### config.mk
export PLATFORM = sky130hd
export DESIGN_NAME = algo_debug_ctrl
export DESIGN_NICKNAME = d
export VERILOG_FILES = /design/src/algo_debug_ctrl.v /design/src/angle_wrap.v
export VERILOG_INCLUDE_DIRS = /design/src
export SDC_FILE = /design/constraint.sdc
export NUM_CORES = 1
export LEC_CHECK = 0
export ABC_AREA = 1
export BUFFER_PORTS_ARGS = -buffer_cell sky130_fd_sc_hd__buf_2
export CAP_MARGIN = 10
export CORE_MARGIN = 2
export CORE_UTILIZATION = 40
export DETAILED_ROUTE_END_ITERATION = 10
export SYNTH_ARGS = -nofsm -noshare
export SYNTH_HDL_FRONTEND = slang
export SYNTH_SLANG_ARGS = --single-unit
### constraint.sdc
create_clock -name clk -period 4.7 [get_ports clk]
set_input_delay 1.41 -clock clk [delete_from_list [all_inputs] [get_ports clk]]
set_output_delay 1.41 -clock clk [all_outputs]
set_load 0.05 [all_outputs]
### src/algo_debug_defs.vh
// register offset, field positions, reset value and codes of the algorithm debug control register
`ifndef ALGO_DEBUG_DEFS_VH
`define ALGO_DEBUG_DEFS_VH

`define DBG1_OFFSET          8'hEC
`define DBG1_RESET           32'h0000_0000
`define DBG1_WRITE_MASK      32'hFFFF_FC00
`define SPEED_SRC_BIT        31
`define DIG_SPEED_MSB        30
`define DIG_SPEED_LSB        16
`define LOOP_OFF_BIT         15
`define HOLD_ALIGN_BIT       14
`define HOLD_SLOW_BIT        13
`define HOLD_POS_BIT         12
`define HOLD_SPEED_BIT       11
`define ANGLE_SRC_BIT        10
`define SPEED_MODE_DIGITAL   2'h2
`define METHOD_ALIGN         2'h0
`define METHOD_DOUBLE_ALIGN  2'h1
`define METHOD_SLOW_FIRST    2'h2
`define METHOD_POS_DETECT    2'h3
`define PERCENT_SCALE        7'h64
`define PERCENT_SHIFT        15
`define ANGLE_FULL_TURN      9'h168

`endif

### src/algo_debug_ctrl.v
// algorithm debug control register with speed source, loop and start-up forcing logic
`timescale 1ns/1ps
`include "algo_debug_defs.vh"

// Contract
// selector set: speed from digital field
// selector clear: speed from configured input
// digital field bits 30:16, also mode 2
// digital field scales to percent of 32768
// loop-off bit forces open-loop commutation
// bit 14 holds align for align methods
// bit 13 holds slow first cycle
// bit 12 holds position detection state
// bit 11 holds speed detection when enabled
// bit 10 picks forced align angle source
// register resets to all zero
// forced angle applied modulo 360 degrees
// bits 9:0 read zero, writes ignored
module algo_debug_ctrl (
  clk,
  rst,
  reg_addr,
  reg_wdata,
  reg_wr,
  reg_rd,
  reg_rdata_q,
  reg_rvalid_q,
  speed_mode,
  input_speed_ref,
  startup_method,
  speed_detect_enable,
  align_angle_cfg,
  forced_angle_cmd,
  motor_enable,
  step_done,
  speed_ref_q,
  speed_pct_q,
  digital_source_q,
  startup_state_q,
  closed_loop_q,
  align_angle_q
);
  input  wire        clk;                  // 40 MHz system clock
  input  wire        rst;                  // asynchronous reset, active high
  input  wire [7:0]  reg_addr;             // register offset from the serial target
  input  wire [31:0] reg_wdata;            // write word
  input  wire        reg_wr;               // one-cycle write strobe
  input  wire        reg_rd;               // one-cycle read strobe
  output reg  [31:0] reg_rdata_q;          // read word
  output reg         reg_rvalid_q;         // read answer pulse
  input  wire [1:0]  speed_mode;           // configured speed input mode
  input  wire [14:0] input_speed_ref;      // reference from analog, pwm or frequency decoder
  input  wire [1:0]  startup_method;       // configured start-up method
  input  wire        speed_detect_enable;  // initial speed detection enabled
  input  wire [8:0]  align_angle_cfg;      // configured align angle, degrees
  input  wire [8:0]  forced_angle_cmd;     // commanded forced align angle, degrees
  input  wire        motor_enable;         // run request from the algorithm
  input  wire        step_done;            // pulse: current start-up phase finished
  output reg  [14:0] speed_ref_q;          // selected speed reference
  output reg  [6:0]  speed_pct_q;          // selected reference in whole percent
  output reg         digital_source_q;     // digital field is the active source
  output reg  [2:0]  startup_state_q;      // sequencer state
  output reg         closed_loop_q;        // closed-loop control active
  output reg  [8:0]  align_angle_q;        // angle applied in align state

  // sequencer states
  localparam [2:0] ST_IDLE   = 3'h0;
  localparam [2:0] ST_SPEED  = 3'h1;
  localparam [2:0] ST_ALIGN  = 3'h2;
  localparam [2:0] ST_SLOW   = 3'h3;
  localparam [2:0] ST_POS    = 3'h4;
  localparam [2:0] ST_OPEN   = 3'h5;
  localparam [2:0] ST_CLOSED = 3'h6;

  reg  [31:0] ctrl_q;       // stored register contents
  reg         align_pass_q; // first pass of a double align done
  reg         align_pass_d; // next first-pass flag
  reg  [2:0]  state_d;      // next sequencer state
  reg  [2:0]  method_state; // state that the start-up method enters
  wire        use_digital;  // digital field drives the reference
  wire [14:0] dig_speed;    // digital speed field
  wire [14:0] speed_sel;    // selected reference
  wire [21:0] pct_product;  // reference times 100
  wire [8:0]  forced_wrap;  // forced angle reduced to one turn
  wire        hold_align;   // align hold in force
  wire        hold_slow;    // slow-first-cycle hold in force
  wire        hold_pos;     // position detect hold in force
  wire        hold_speed;   // speed detect hold in force
  wire        loop_off;     // closed loop disabled

  // register write; reserved low bits never store anything
  always @(posedge clk or posedge rst) begin
    if (rst) begin
      ctrl_q <= `DBG1_RESET;
    end else if (reg_wr && (reg_addr == `DBG1_OFFSET)) begin
      ctrl_q <= reg_wdata & `DBG1_WRITE_MASK;
    end
  end

  // register read; unmapped offsets answer zero so the bus never stalls
  always @(posedge clk or posedge rst) begin
    if (rst) begin
      reg_rdata_q  <= 32'h0000_0000;
      reg_rvalid_q <= 1'b0;
    end else begin
      reg_rvalid_q <= reg_rd;
      if (reg_rd && (reg_addr == `DBG1_OFFSET)) begin
        reg_rdata_q <= ctrl_q & `DBG1_WRITE_MASK;
      end else if (reg_rd) begin
        reg_rdata_q <= 32'h0000_0000;
      end
    end
  end

  // field decode
  assign dig_speed  = ctrl_q[`DIG_SPEED_MSB:`DIG_SPEED_LSB];
  assign loop_off   = ctrl_q[`LOOP_OFF_BIT];
  assign hold_align = ctrl_q[`HOLD_ALIGN_BIT] &&
                      ((startup_method == `METHOD_ALIGN) ||
                       (startup_method == `METHOD_DOUBLE_ALIGN));
  assign hold_slow  = ctrl_q[`HOLD_SLOW_BIT] &&
                      (startup_method == `METHOD_SLOW_FIRST);
  assign hold_pos   = ctrl_q[`HOLD_POS_BIT] &&
                      (startup_method == `METHOD_POS_DETECT);
  assign hold_speed = ctrl_q[`HOLD_SPEED_BIT] && speed_detect_enable;

  // speed source: selector bit overrides whatever mode is configured
  assign use_digital = ctrl_q[`SPEED_SRC_BIT] ||
                       (speed_mode == `SPEED_MODE_DIGITAL);
  assign speed_sel   = use_digital ? dig_speed : input_speed_ref;
  // full scale 32768 maps to 100 percent; truncation keeps the result below 100
  assign pct_product = {7'h00, speed_sel} * {15'h0000, `PERCENT_SCALE};

  // forced angle reduction
  angle_wrap u_angle_wrap (
    .angle_in  (forced_angle_cmd),
    .angle_out (forced_wrap)
  );

  // registered speed outputs
  always @(posedge clk or posedge rst) begin
    if (rst) begin
      speed_ref_q      <= 15'h0000;
      speed_pct_q      <= 7'h00;
      digital_source_q <= 1'b0;
    end else begin
      speed_ref_q      <= speed_sel;
      speed_pct_q      <= pct_product[`PERCENT_SHIFT+6:`PERCENT_SHIFT];
      digital_source_q <= use_digital;
    end
  end

  // align angle: configured angle or wrapped command
  always @(posedge clk or posedge rst) begin
    if (rst) begin
      align_angle_q <= 9'h000;
    end else if (ctrl_q[`ANGLE_SRC_BIT]) begin
      align_angle_q <= forced_wrap;
    end else begin
      align_angle_q <= align_angle_cfg;
    end
  end

  // state that the configured start-up method begins in
  always @* begin
    case (startup_method)
      `METHOD_ALIGN:        method_state = ST_ALIGN;
      `METHOD_DOUBLE_ALIGN: method_state = ST_ALIGN;
      `METHOD_SLOW_FIRST:   method_state = ST_SLOW;
      `METHOD_POS_DETECT:   method_state = ST_POS;
      default:              method_state = ST_ALIGN;
    endcase
  end

  // start-up sequencer; a hold bit freezes its phase even when step_done arrives
  always @* begin
    state_d      = startup_state_q;
    align_pass_d = align_pass_q;
    if (!motor_enable) begin
      state_d      = ST_IDLE;
      align_pass_d = 1'b0;
    end else begin
      case (startup_state_q)
        ST_IDLE: begin
          align_pass_d = 1'b0;
          state_d = speed_detect_enable ? ST_SPEED : method_state;
        end
        ST_SPEED: begin
          if (step_done && !hold_speed) begin
            state_d = method_state;
          end
        end
        ST_ALIGN: begin
          // double align needs two finished passes before leaving
          if (step_done && !hold_align) begin
            if ((startup_method == `METHOD_DOUBLE_ALIGN) && !align_pass_q) begin
              align_pass_d = 1'b1;
            end else begin
              state_d = ST_OPEN;
            end
          end
        end
        ST_SLOW: begin
          if (step_done && !hold_slow) begin
            state_d = ST_OPEN;
          end
        end
        ST_POS: begin
          if (step_done && !hold_pos) begin
            state_d = ST_OPEN;
          end
        end
        ST_OPEN: begin
          if (step_done && !loop_off) begin
            state_d = ST_CLOSED;
          end
        end
        ST_CLOSED: begin
          if (loop_off) begin
            state_d = ST_OPEN;
          end
        end
        default: begin
          state_d = ST_IDLE;
        end
      endcase
    end
  end

  // sequencer registers; closed-loop flag follows the next state so it is a flop
  always @(posedge clk or posedge rst) begin
    if (rst) begin
      startup_state_q <= ST_IDLE;
      align_pass_q    <= 1'b0;
      closed_loop_q   <= 1'b0;
    end else begin
      startup_state_q <= state_d;
      align_pass_q    <= align_pass_d;
      closed_loop_q   <= (state_d == ST_CLOSED);
    end
  end
endmodule

### src/angle_wrap.v
// reduces a 9-bit angle in degrees to the range 0 to 359
`timescale 1ns/1ps
`include "algo_debug_defs.vh"

module angle_wrap (
  angle_in,
  angle_out
);
  input  wire [8:0] angle_in;   // raw commanded angle, 0 to 511
  output wire [8:0] angle_out;  // angle modulo one full turn

  // one subtraction is enough: 511 minus 360 is already below 360
  assign angle_out = (angle_in >= `ANGLE_FULL_TURN) ?
                     (angle_in - `ANGLE_FULL_TURN) : angle_in;
endmodule

# --- Word-level counts from Yosys, hierarchy flattened ---
# Index checks and enable logic that the tools add are counted.
# W data, S select, Z words.
op_classes:
  magnitude_cmp: 1
  multipliers: 1
  eq_ne: 15
  addsub: 1
  n_reduce_logical: 25
  n_mux: 20
ops:
  columns: ["op", "n"]
  rows:
  - ["$mux W32", 2]
  - ["$mux W3", 9]
  - ["$pmux W3 S7", 1]
  - ["$mul A15 B5 Y20 const B", 1]
  - ["$mux W9", 2]
  - ["$mux W15", 1]
  - ["$eq A3 B3 Y1 const B", 4]
  - ["$logic_and A1 B1 Y1", 12]
  - ["$ge A9 B9 Y1 const B", 1]
  - ["$pmux W3 S3", 1]
  - ["$sub A9 B9 Y9 const B", 1]
  - ["$eq A8 B8 Y1 const B", 1]
  - ["$eq A2 B2 Y1 const B", 3]
  - ["$eq A3 B2 Y1 const B", 2]
  - ["$logic_not A1 Y1", 6]
  - ["$ne A3 B3 Y1 const B", 2]
  - ["$eq A3 B1 Y1 const B", 1]
  - ["$logic_not A3 Y1", 1]
  - ["$mux W1", 3]
  - ["$ne A3 B1 Y1 const B", 1]
  - ["$reduce_and A3 Y1", 1]
  - ["$eq A2 B1 Y1 const B", 1]
  - ["$logic_not A2 Y1", 1]
  - ["$logic_or A1 B1 Y1", 2]
  - ["3 further kinds", 3]
word_totals:
  word_cells: 73
  input_bits: 84
  ff_bits: 92
  out_inout_bits: 69

# --- Logic depth before layout (Yosys ltp) ---
# Gate-level depths: netlist of run 1.
depth:
  word_depth: 9
  mapped_depth: 22

# --- Modules after synthesis ---
# From an unflattened synthesis of run 1, not the netlist that was laid out.
hier_totals:
  hier_cells: 623
  area_unflattened_um2: 5084.9
by_module_without_submodules:
  columns: ["module", "seq_area_each_um2", "cells_each", "area_per_inst_um2", "instances"]
  rows:
  - ["algo_debug_ctrl", 2052.0, 561, 4778.3, 1]
  - ["angle_wrap", 0.0, 62, 306.5, 1]

# --- Least setup slack after synthesis of run 1 ---
# OpenSTA, ideal clock, no wires.
synth_timing:
  path_kind: "input -> register"
  startpoint: "input port speed_mode[0]"
  endpoint: "register speed_pct_q[6]"
  arrival_time_ps: 4470
  stages: 20
  setup_time_ps: 116
  setup_slack_ps: 114
  cell_sequence: "inv_1 nand2_2 nand2_4 buf_6 buf_6 o21ai_0 inv_1 ha_1 ha_1 inv_1 fa_1 inv_1 ha_1 a21o_1 nor2_1 nor2_1 nor3_1 nand2_1 nand2_1 nand2_1"
synth_between:
  elab_chain_len: 4
synth_rtl:
  columns: ["element", "line_no", "rtl"]
  rows:
  - ["start: declaration", "algo_debug_ctrl.v:51", "input wire [1:0] speed_mode;"]
  - ["$eq A2 B2 Y1 (no source line)", null, null]
  - ["$logic_or A1 B1 Y1", "algo_debug_ctrl.v:128", "assign use_digital = ctrl_q[`SPEED_SRC_BIT] ||"]
  - ["$mux W15", "algo_debug_ctrl.v:130", "assign speed_sel = use_digital ? dig_speed : input_speed_ref;"]
  - ["via speed_sel[11]", "algo_debug_ctrl.v:82", "wire [14:0] speed_sel;"]
  - ["$mul A15 B5 Y20", "algo_debug_ctrl.v:132", "assign pct_product = {7'h00, speed_sel} * {15'h0000, `PERCENT_SCALE};"]
  - ["via pct_product[21]", "algo_debug_ctrl.v:83", "wire [21:0] pct_product;"]
  - ["end signal: assignment", "algo_debug_ctrl.v:148", "speed_pct_q <= pct_product[`PERCENT_SHIFT+6:`PERCENT_SHIFT];"]
  - ["end: declaration", "algo_debug_ctrl.v:60", "output reg [6:0] speed_pct_q;"]
# The timed path passes the listed nets, and every way through them passes these cells.
# A chain may end at the register's enable or synchronous reset.

# --- Worst setup path in the final report of run 1 ---
layout_timing:
  startpoint: "input port speed_mode[0]"
  endpoint: "register speed_pct_q[0]"
layout_between:
  elab_chain_len: 4
layout_rtl:
  columns: ["element", "line_no"]
  rows:
  - ["$eq A2 B2 Y1 (no source line)", null]
  - ["$logic_or A1 B1 Y1", "algo_debug_ctrl.v:128"]
  - ["$mux W15", "algo_debug_ctrl.v:130"]
  - ["$mul A15 B5 Y20", "algo_debug_ctrl.v:132"]
  - ["via pct_product[15]", "algo_debug_ctrl.v:83"]
# The timed path passes the listed nets, and every way through them passes these cells.

==> results.md, run 1 <==
- Outcome: complete, no violations
- Tcrit/Tclk final: about 92%
- Crit-path leading delay family: adder cells
- GRT Total Usage: 18.64%
- Worst path most repeated cell: ha_1
- Pre-CTS setup slack: -2.101 ps
- Distinct cells, synth: 40
- Hold Path Class: flip-flop to flip-flop
- DIE AREA: 0.01366 mm²
- Num rows: 41
- Critical path type: input pin to flip-flop
- Simple-gate share of the synthesized area: 14.78%
- Longest Clk Path Bufs: 2
- Layout cell share with drive strength beyond 1: 28.95%
- Met3 WL: 742 µm
- Placed Area: approximately 0.006 mm²
- Die span in x: approximately 120 µm
- Synth Area in Compound Gates: around a tenth
- Total CTS buffers: 9
- Met2 WL post-DR: 5560 µm
- Fmax: 230.7 MHz
- Vias in the first global route: 4215
- Worst Setup Slack, final: 365.2 ps
- Initial DRC Count: 262
- Most frequent cells in the layout: 132 x buf_2, 123 x inv_1, 85 x nand2_1, 82 x dfrtp_1, 47 x ha_1
- Io pins: between 150 and 200
- Fillers: 1217
- Seq cells post-synth: 82
- DRT Wirelength: about 12000 µm
- DRC errors left: 0
- Synth Area in Adders: 14.68%
- Worst-Skew Late Latency: 340 ps
- Buffers on Ports: 132
- Hold-fix buffers, CTS: 0
- Final Net Count: 857
- CP bufs+invs: 4
- Synth Instances: about 570
- Main combinational cell family by area after synthesis: simple AND/OR/NAND/NOR gates
- TritonCTS Sinks: just over 80
- Top Metal Used: met4
- Initial antenna violation count: 0
- DP HPWL: 9466 µm
- Ant. Diodes: 0
- Sequential share of the synthesized area: approximately two fifths
- Min Tclk post-route: 4335 ps
- CTS tree: yes
- Post-route cell area: around 0.0063 mm²
- CP cell instances: buf_2, inv_1, nand2_2, nand2_4, buf_4, nor2_1, a21oi_1, ha_1, ha_1, ha_1, xor2_1, ha_1, inv_1, o21ai_0, a21boi_0, o21ai_2, a21oi_1, xor2_1
- Max-cap viol count: 0
- Met1 WL: 5657 µm
- Die span in y: 116.9 µm
- Via count: 4209
- Post-CTS setup buffers: 0
- Final Wtd Congestion: 0.8787
- Final setup fails: 0
- Slew Viols, Final: 0
- CP Max Fanout: 20
- Pin count of the biggest net entering global routing: 58
- Power per standard cell area: between 300 and 400 mW/mm²
- DR vias/cell: 4.708
- Clk_skew: around 7.5 ps
- Detail Route Antenna Nets: 0
- Hold Vio Cnt, Final: 0
- Initial core utilization: approximately two fifths
- Peak supply drop: 158.1 µV
- Global-route wire length before repair: ~20000 µm
- Multiplexer share of the synthesized area: 6.334%
- Synth warn: 0
- WP data arrival: about 4600 ps
- Most common cell after layout, fill and taps aside: buf_2
- DRT Pass-1 Iters: 6
- CTS root buffer: clkbuf_16
- GRT Residual Overflow: 0
- Clock slew at reported path FFs: 60 ps
- Leak: 3.519 nW
- Area grow syn2layout: 23.10%
- Syn avg cell area: ~9.0 µm²
- Core area: 0.01252 mm²
- Routed len/inst: 13.65 µm
- Worst EP required: about 5000 ps
- Critical path's slowest cell: ha_1
- Post_cts resized: 0
- CP max stage delay: 330 ps
- CP endpoint kind: flip-flop
- RSZ-0062 raised after global routing: false
- Max_slew headroom: 34.35%
- Worst-Margin Slew: 984.7 ps
- CP Launch Type: input pin
- Synth Area in XOR/XNOR: approximately 1.4%
- H-tree depth: 3
- Post-Syn Area: around 0.0051 mm²
report_power, final:
part / total (mW) / switching, mW / internal (mW)
Clock: 0.666 / 0.283 / 0.384
Sequential: 0.800 / 0.0341 / 0.766
Combinational: 0.902 / 0.603 / 0.299
Total: 2.37 / 0.920 / 1.45
worst reg2reg max path, stage by stage, from the launching register on:
cell and delay, ps:
dfrtp_1 370, inv_1 140, nand2_4 170, o21ai_0 290
inv_1 100, ha_1 310, ha_1 270, inv_1 50
fa_1 520, inv_1 40, ha_1 340, a21o_1 210
nor2_1 150, nor2_1 70, nor3_1 210, nand2_1 80
nand2_1 50, nand2_1 50
cells in the mapped netlist (all sizes together):
| master | count | share of area, % |
|---|---|---|
| buf | 17 | 2.8 |
| nor3 | 11 | 1.4 |
| o21ai | 24 | 3.1 |
| a21oi | 26 | 2.6 |
| a21o | 3 | 0.44 |
| nand3b | 1 | 0.15 |
| a211oi | 1 | 0.15 |
| o211ai | 1 | 0.15 |
| a21boi | 3 | 0.52 |
| xor2 | 6 | 1.0 |
| nor3b | 1 | 0.25 |
| nor2 | 37 | 2.8 |
| xnor2 | 2 | 0.34 |
| a221oi | 1 | 0.17 |
| inv | 125 | 9.2 |
| dfrtp | 82 | 40 |
| o22ai | 22 | 2.7 |
| mux2 | 22 | 6.3 |
| nand2 | 90 | 7.1 |
| a31oi | 3 | 0.37 |
| conb | 1 | 0.074 |
| nand3 | 24 | 2.6 |
| clkbuf | 4 | 0.29 |
| nor4 | 1 | 0.12 |
| ha | 47 | 12 |
| nand4 | 4 | 0.49 |
| fa | 8 | 3.1 |
metrics by stage:
step	hold slack [ps]	util (%)	total power, mW	setup TNS (ps)	cells
floorplan	479.3	-	1.478	0	576
global placement	490.1	47.94	1.714	0	879
detailed placement	494.9	47.94	1.718	-2.101	879
CTS	508.3	50.12	2.395	0	894
global route	527.0	50.12	2.537	0	894
finish	504.0	50.12	2.369	0	894
flip-flops by register name, summed over array words and instances (netlist names):
name	cells
align_pass_q	1
startup_state_q	3
reg_rvalid_q	1
closed_loop_q	1
digital_source_q	1
speed_pct_q	7
ctrl_q	22
reg_rdata_q	22
align_angle_q	9
speed_ref_q	15
area by class of cell:
type	instances	area, µm²	area share, %
tap	172	215.2	3.430
clock inverter	2	12.51	0.1994
inverter	125	470.5	7.499
clock buffer	13	260.3	4.148
timing repair buffer	152	810.8	12.92
multi-input combinational	348	2452	39.09
sequential	82	2052	32.71
final timing paths:
| kind | from | end | slack [ps] | cells after the start |
|---|---|---|---|---|
| min | ctrl_q[18] | ctrl_q[18] | 500 | 1 |
| max | speed_mode[0] | speed_pct_q[0] | 370 | 18 |
| min in group asynchronous | rst | reg_rdata_q[21] | 1250 | 2 |
| max in group asynchronous | rst | ctrl_q[26] | 2560 | 3 |
| min reg2reg | ctrl_q[18] | ctrl_q[18] | 500 | 1 |
| max reg2reg | ctrl_q[31] | speed_pct_q[6] | 1170 | 17 |
kinds of logic after synthesis:
kind of cell,count (synthesis)
flops,82
simple gates,169
buf+inv,146
fa+ha+maj,55
other cells,1
compound gates,84
xor+xnor,8
mux,22
per-layer routing:
layer / up-vias / global-route usage [%]
met5: - / 0
met4: 0 / 7.216
met3: 18 / 3.090
met2: 137 / 31.06
met1: 1961 / 24.39
li1: 2093 / -
(Power assumes the default switching activity.)
==> inputs of run 2 (changes only) <==
CORE_MARGIN = default   (was 2)
CORE_UTILIZATION = 52   (was 40)
PLACE_DENSITY = 0.81   (was default)
==> results.md, run 2 (synthesis gave the netlist of run 1 again) <==
- Clk_skew: around 14 ps
- Outcome: complete, no violations
- Initial DRC Count: 133
- Min Tclk post-route: between 4000 and 5000 ps
- Core area: 0.009371 mm²
- Crit-path leading delay family: adder cells
- Slew Viols, Final: 0
- DIE AREA: 0.01020 mm²
- Buffers on Ports: around 130
- DP HPWL: 9046 µm
- Detail Route Antenna Nets: 0
- Worst hold margin: a little over 500 ps
- Area grow syn2layout: 19.64%
- Clock slew at reported path FFs: roughly 90 ps
- Final setup fails: 0
- GRT Total Usage: around 24%
- CP Launch Type: input pin
- RSZ-0062 raised after global routing: false
- Reg2Reg Setup Slack: ~1100 ps
- Post_cts resized: 0
- Met2 Resource Use GR: 45.15%
- CTS root buffer: clkbuf_8
- GRT Residual Overflow: 0
- Io pins: approximately 150
- Global-route wire length before repair: 18920 µm
- CP endpoint kind: flip-flop
- Fillers: around 800
- Met3 usage: 4.508%
- Largest registers: ctrl_q x22, reg_rdata_q x22, speed_ref_q x15
- Hold Vio Cnt, Final: 0
- Worst Setup Slack, final: 340.2 ps
- Power per standard cell area: 360.8 mW/mm²
- Fmax: 229.4 MHz
- Critical path type: input pin to flip-flop
- Overall Power: 2.200 mW
- Leak: ~3.5 nW
- Ant. Diodes: 0
- H-tree depth: 3
- Num rows: 35
- Top Usage Layer GRT: met2
- Hold-fix buffers, CTS: 0
- Worst-Skew Late Latency: about 370 ps
- TritonCTS Sinks: slightly above 80
- CP Max Fanout: 16
- Layout cell share with drive strength beyond 1: between 20% and 30%
- Pin count of the biggest net entering global routing: a little under 60
- DRC errors left: 0
- Worst EP required: 4970 ps
- Die span in x: 101.0 µm
- CTS tree: yes
- Placed Area: 0.005894 mm²
- DRT Pass-1 Iters: 4
- Post-CTS setup buffers: 0
- WP data arrival: 4630 ps
- Final Net Count: 850
- Total CTS buffers: 9
- R2R Path Start: ctrl_q[31]
- Tcrit/Tclk final: 92.76%
- DRT Wirelength: 11400 µm
- Vias in the first global route: 4205
- Via count: ~4.2k
- Final Wtd Congestion: 0.9220
- Worst reg2reg path endpoint: speed_pct_q[2]
- CP bufs+invs: 5
- Longest Clk Path Bufs: 2
- Post-layout util: 65.06%
- Grt met1 use: 27.83%
- Initial core utilization: 54.38%
- Most frequent cells in the layout: 132 x buf_2, 123 x inv_1, 85 x nand2_1, 82 x dfrtp_1, 47 x ha_1
- Worst-Margin Slew: 971.1 ps
- Hold path depth: 1
- Post-route cell area: slightly above 0.006 mm²
- Peak supply drop: 161.1 µV
- CP cell instances: buf_2, inv_1, nand2_2, nand2_4, buf_4, nor2_1, a21oi_1, ha_1, ha_1, inv_1, fa_1, inv_1, ha_1, a21oi_1, a21boi_0, o21ai_2, a21oi_1, xor2_1
- Worst reg-to-reg path cell count: 15
- DR vias/cell: 4.966
- Most common cell after layout, fill and taps aside: buf_2
- Hold Path Class: flip-flop to flip-flop
- Max_slew headroom: 35.08%
- Critical path's slowest cell: fa_1
- Max-cap viol count: 0
- Routed len/inst: between 10 and 15 µm
- Die span in y: 101.0 µm
- WHS Endpoint: ctrl_q[25]
- CP max stage delay: 510 ps
- Hold path startpoint: ctrl_q[25]
- Pre-CTS setup slack: -23.11 ps
- Initial antenna violation count: 0
==> run 2: per-layer routing <==
metal	part of all wire [%]	vias up	wire, µm
met5	0	-	0
met4	1.4	0	159
met3	6.3	12	718
met2	51	129	5804
met1	41	1975	4715
li1	-	2080	-
==> run 2: where the power goes <==
part | internal [mW] | switching, mW | total (mW) | leakage, nW
combinational | 0.282 | 0.602 | 0.885 | 2.28
sequential | 0.765 | 0.0313 | 0.796 | 1.07
clock | 0.250 | 0.270 | 0.519 | 0.0973
==> run 2: final cells by class <==
class | count | area [µm²] | area share, %
Clock inverter | 7 | 78.83 | 1.293
Multi-Input combinational cell | 348 | 2452 | 40.22
Inverter | 125 | 470.5 | 7.716
Timing Repair Buffer | 145 | 758.2 | 12.44
Clock buffer | 9 | 123.9 | 2.032
Sequential cell | 82 | 2052 | 33.65
Tap cell | 129 | 161.4 | 2.647
==> run 2: through the flow <==
stage / setup TNS [ps] / std cells
2_1_floorplan: 0 / 576
3_3_place_gp: 0 / 829
3_5_place_dp: -23.11 / 829
4_1_cts: 0 / 845
5_1_grt: 0 / 845
6_report: 0 / 845
==> run 2: how the worst max path moves through the flow <==
stage | start | end | slack, ps | cells past startpoint
after floorplan | speed_mode[0] | speed_pct_q[6] | 110 | 20
after global routing | speed_mode[0] | speed_pct_q[6] | 150 | 20
after global placement | speed_mode[0] | speed_pct_q[6] | 70 | 19
after CTS | speed_mode[0] | speed_pct_q[0] | 340 | 18
after detailed placement | speed_mode[0] | speed_pct_q[0] | -20 | 18
final | speed_mode[0] | speed_pct_q[0] | 340 | 18
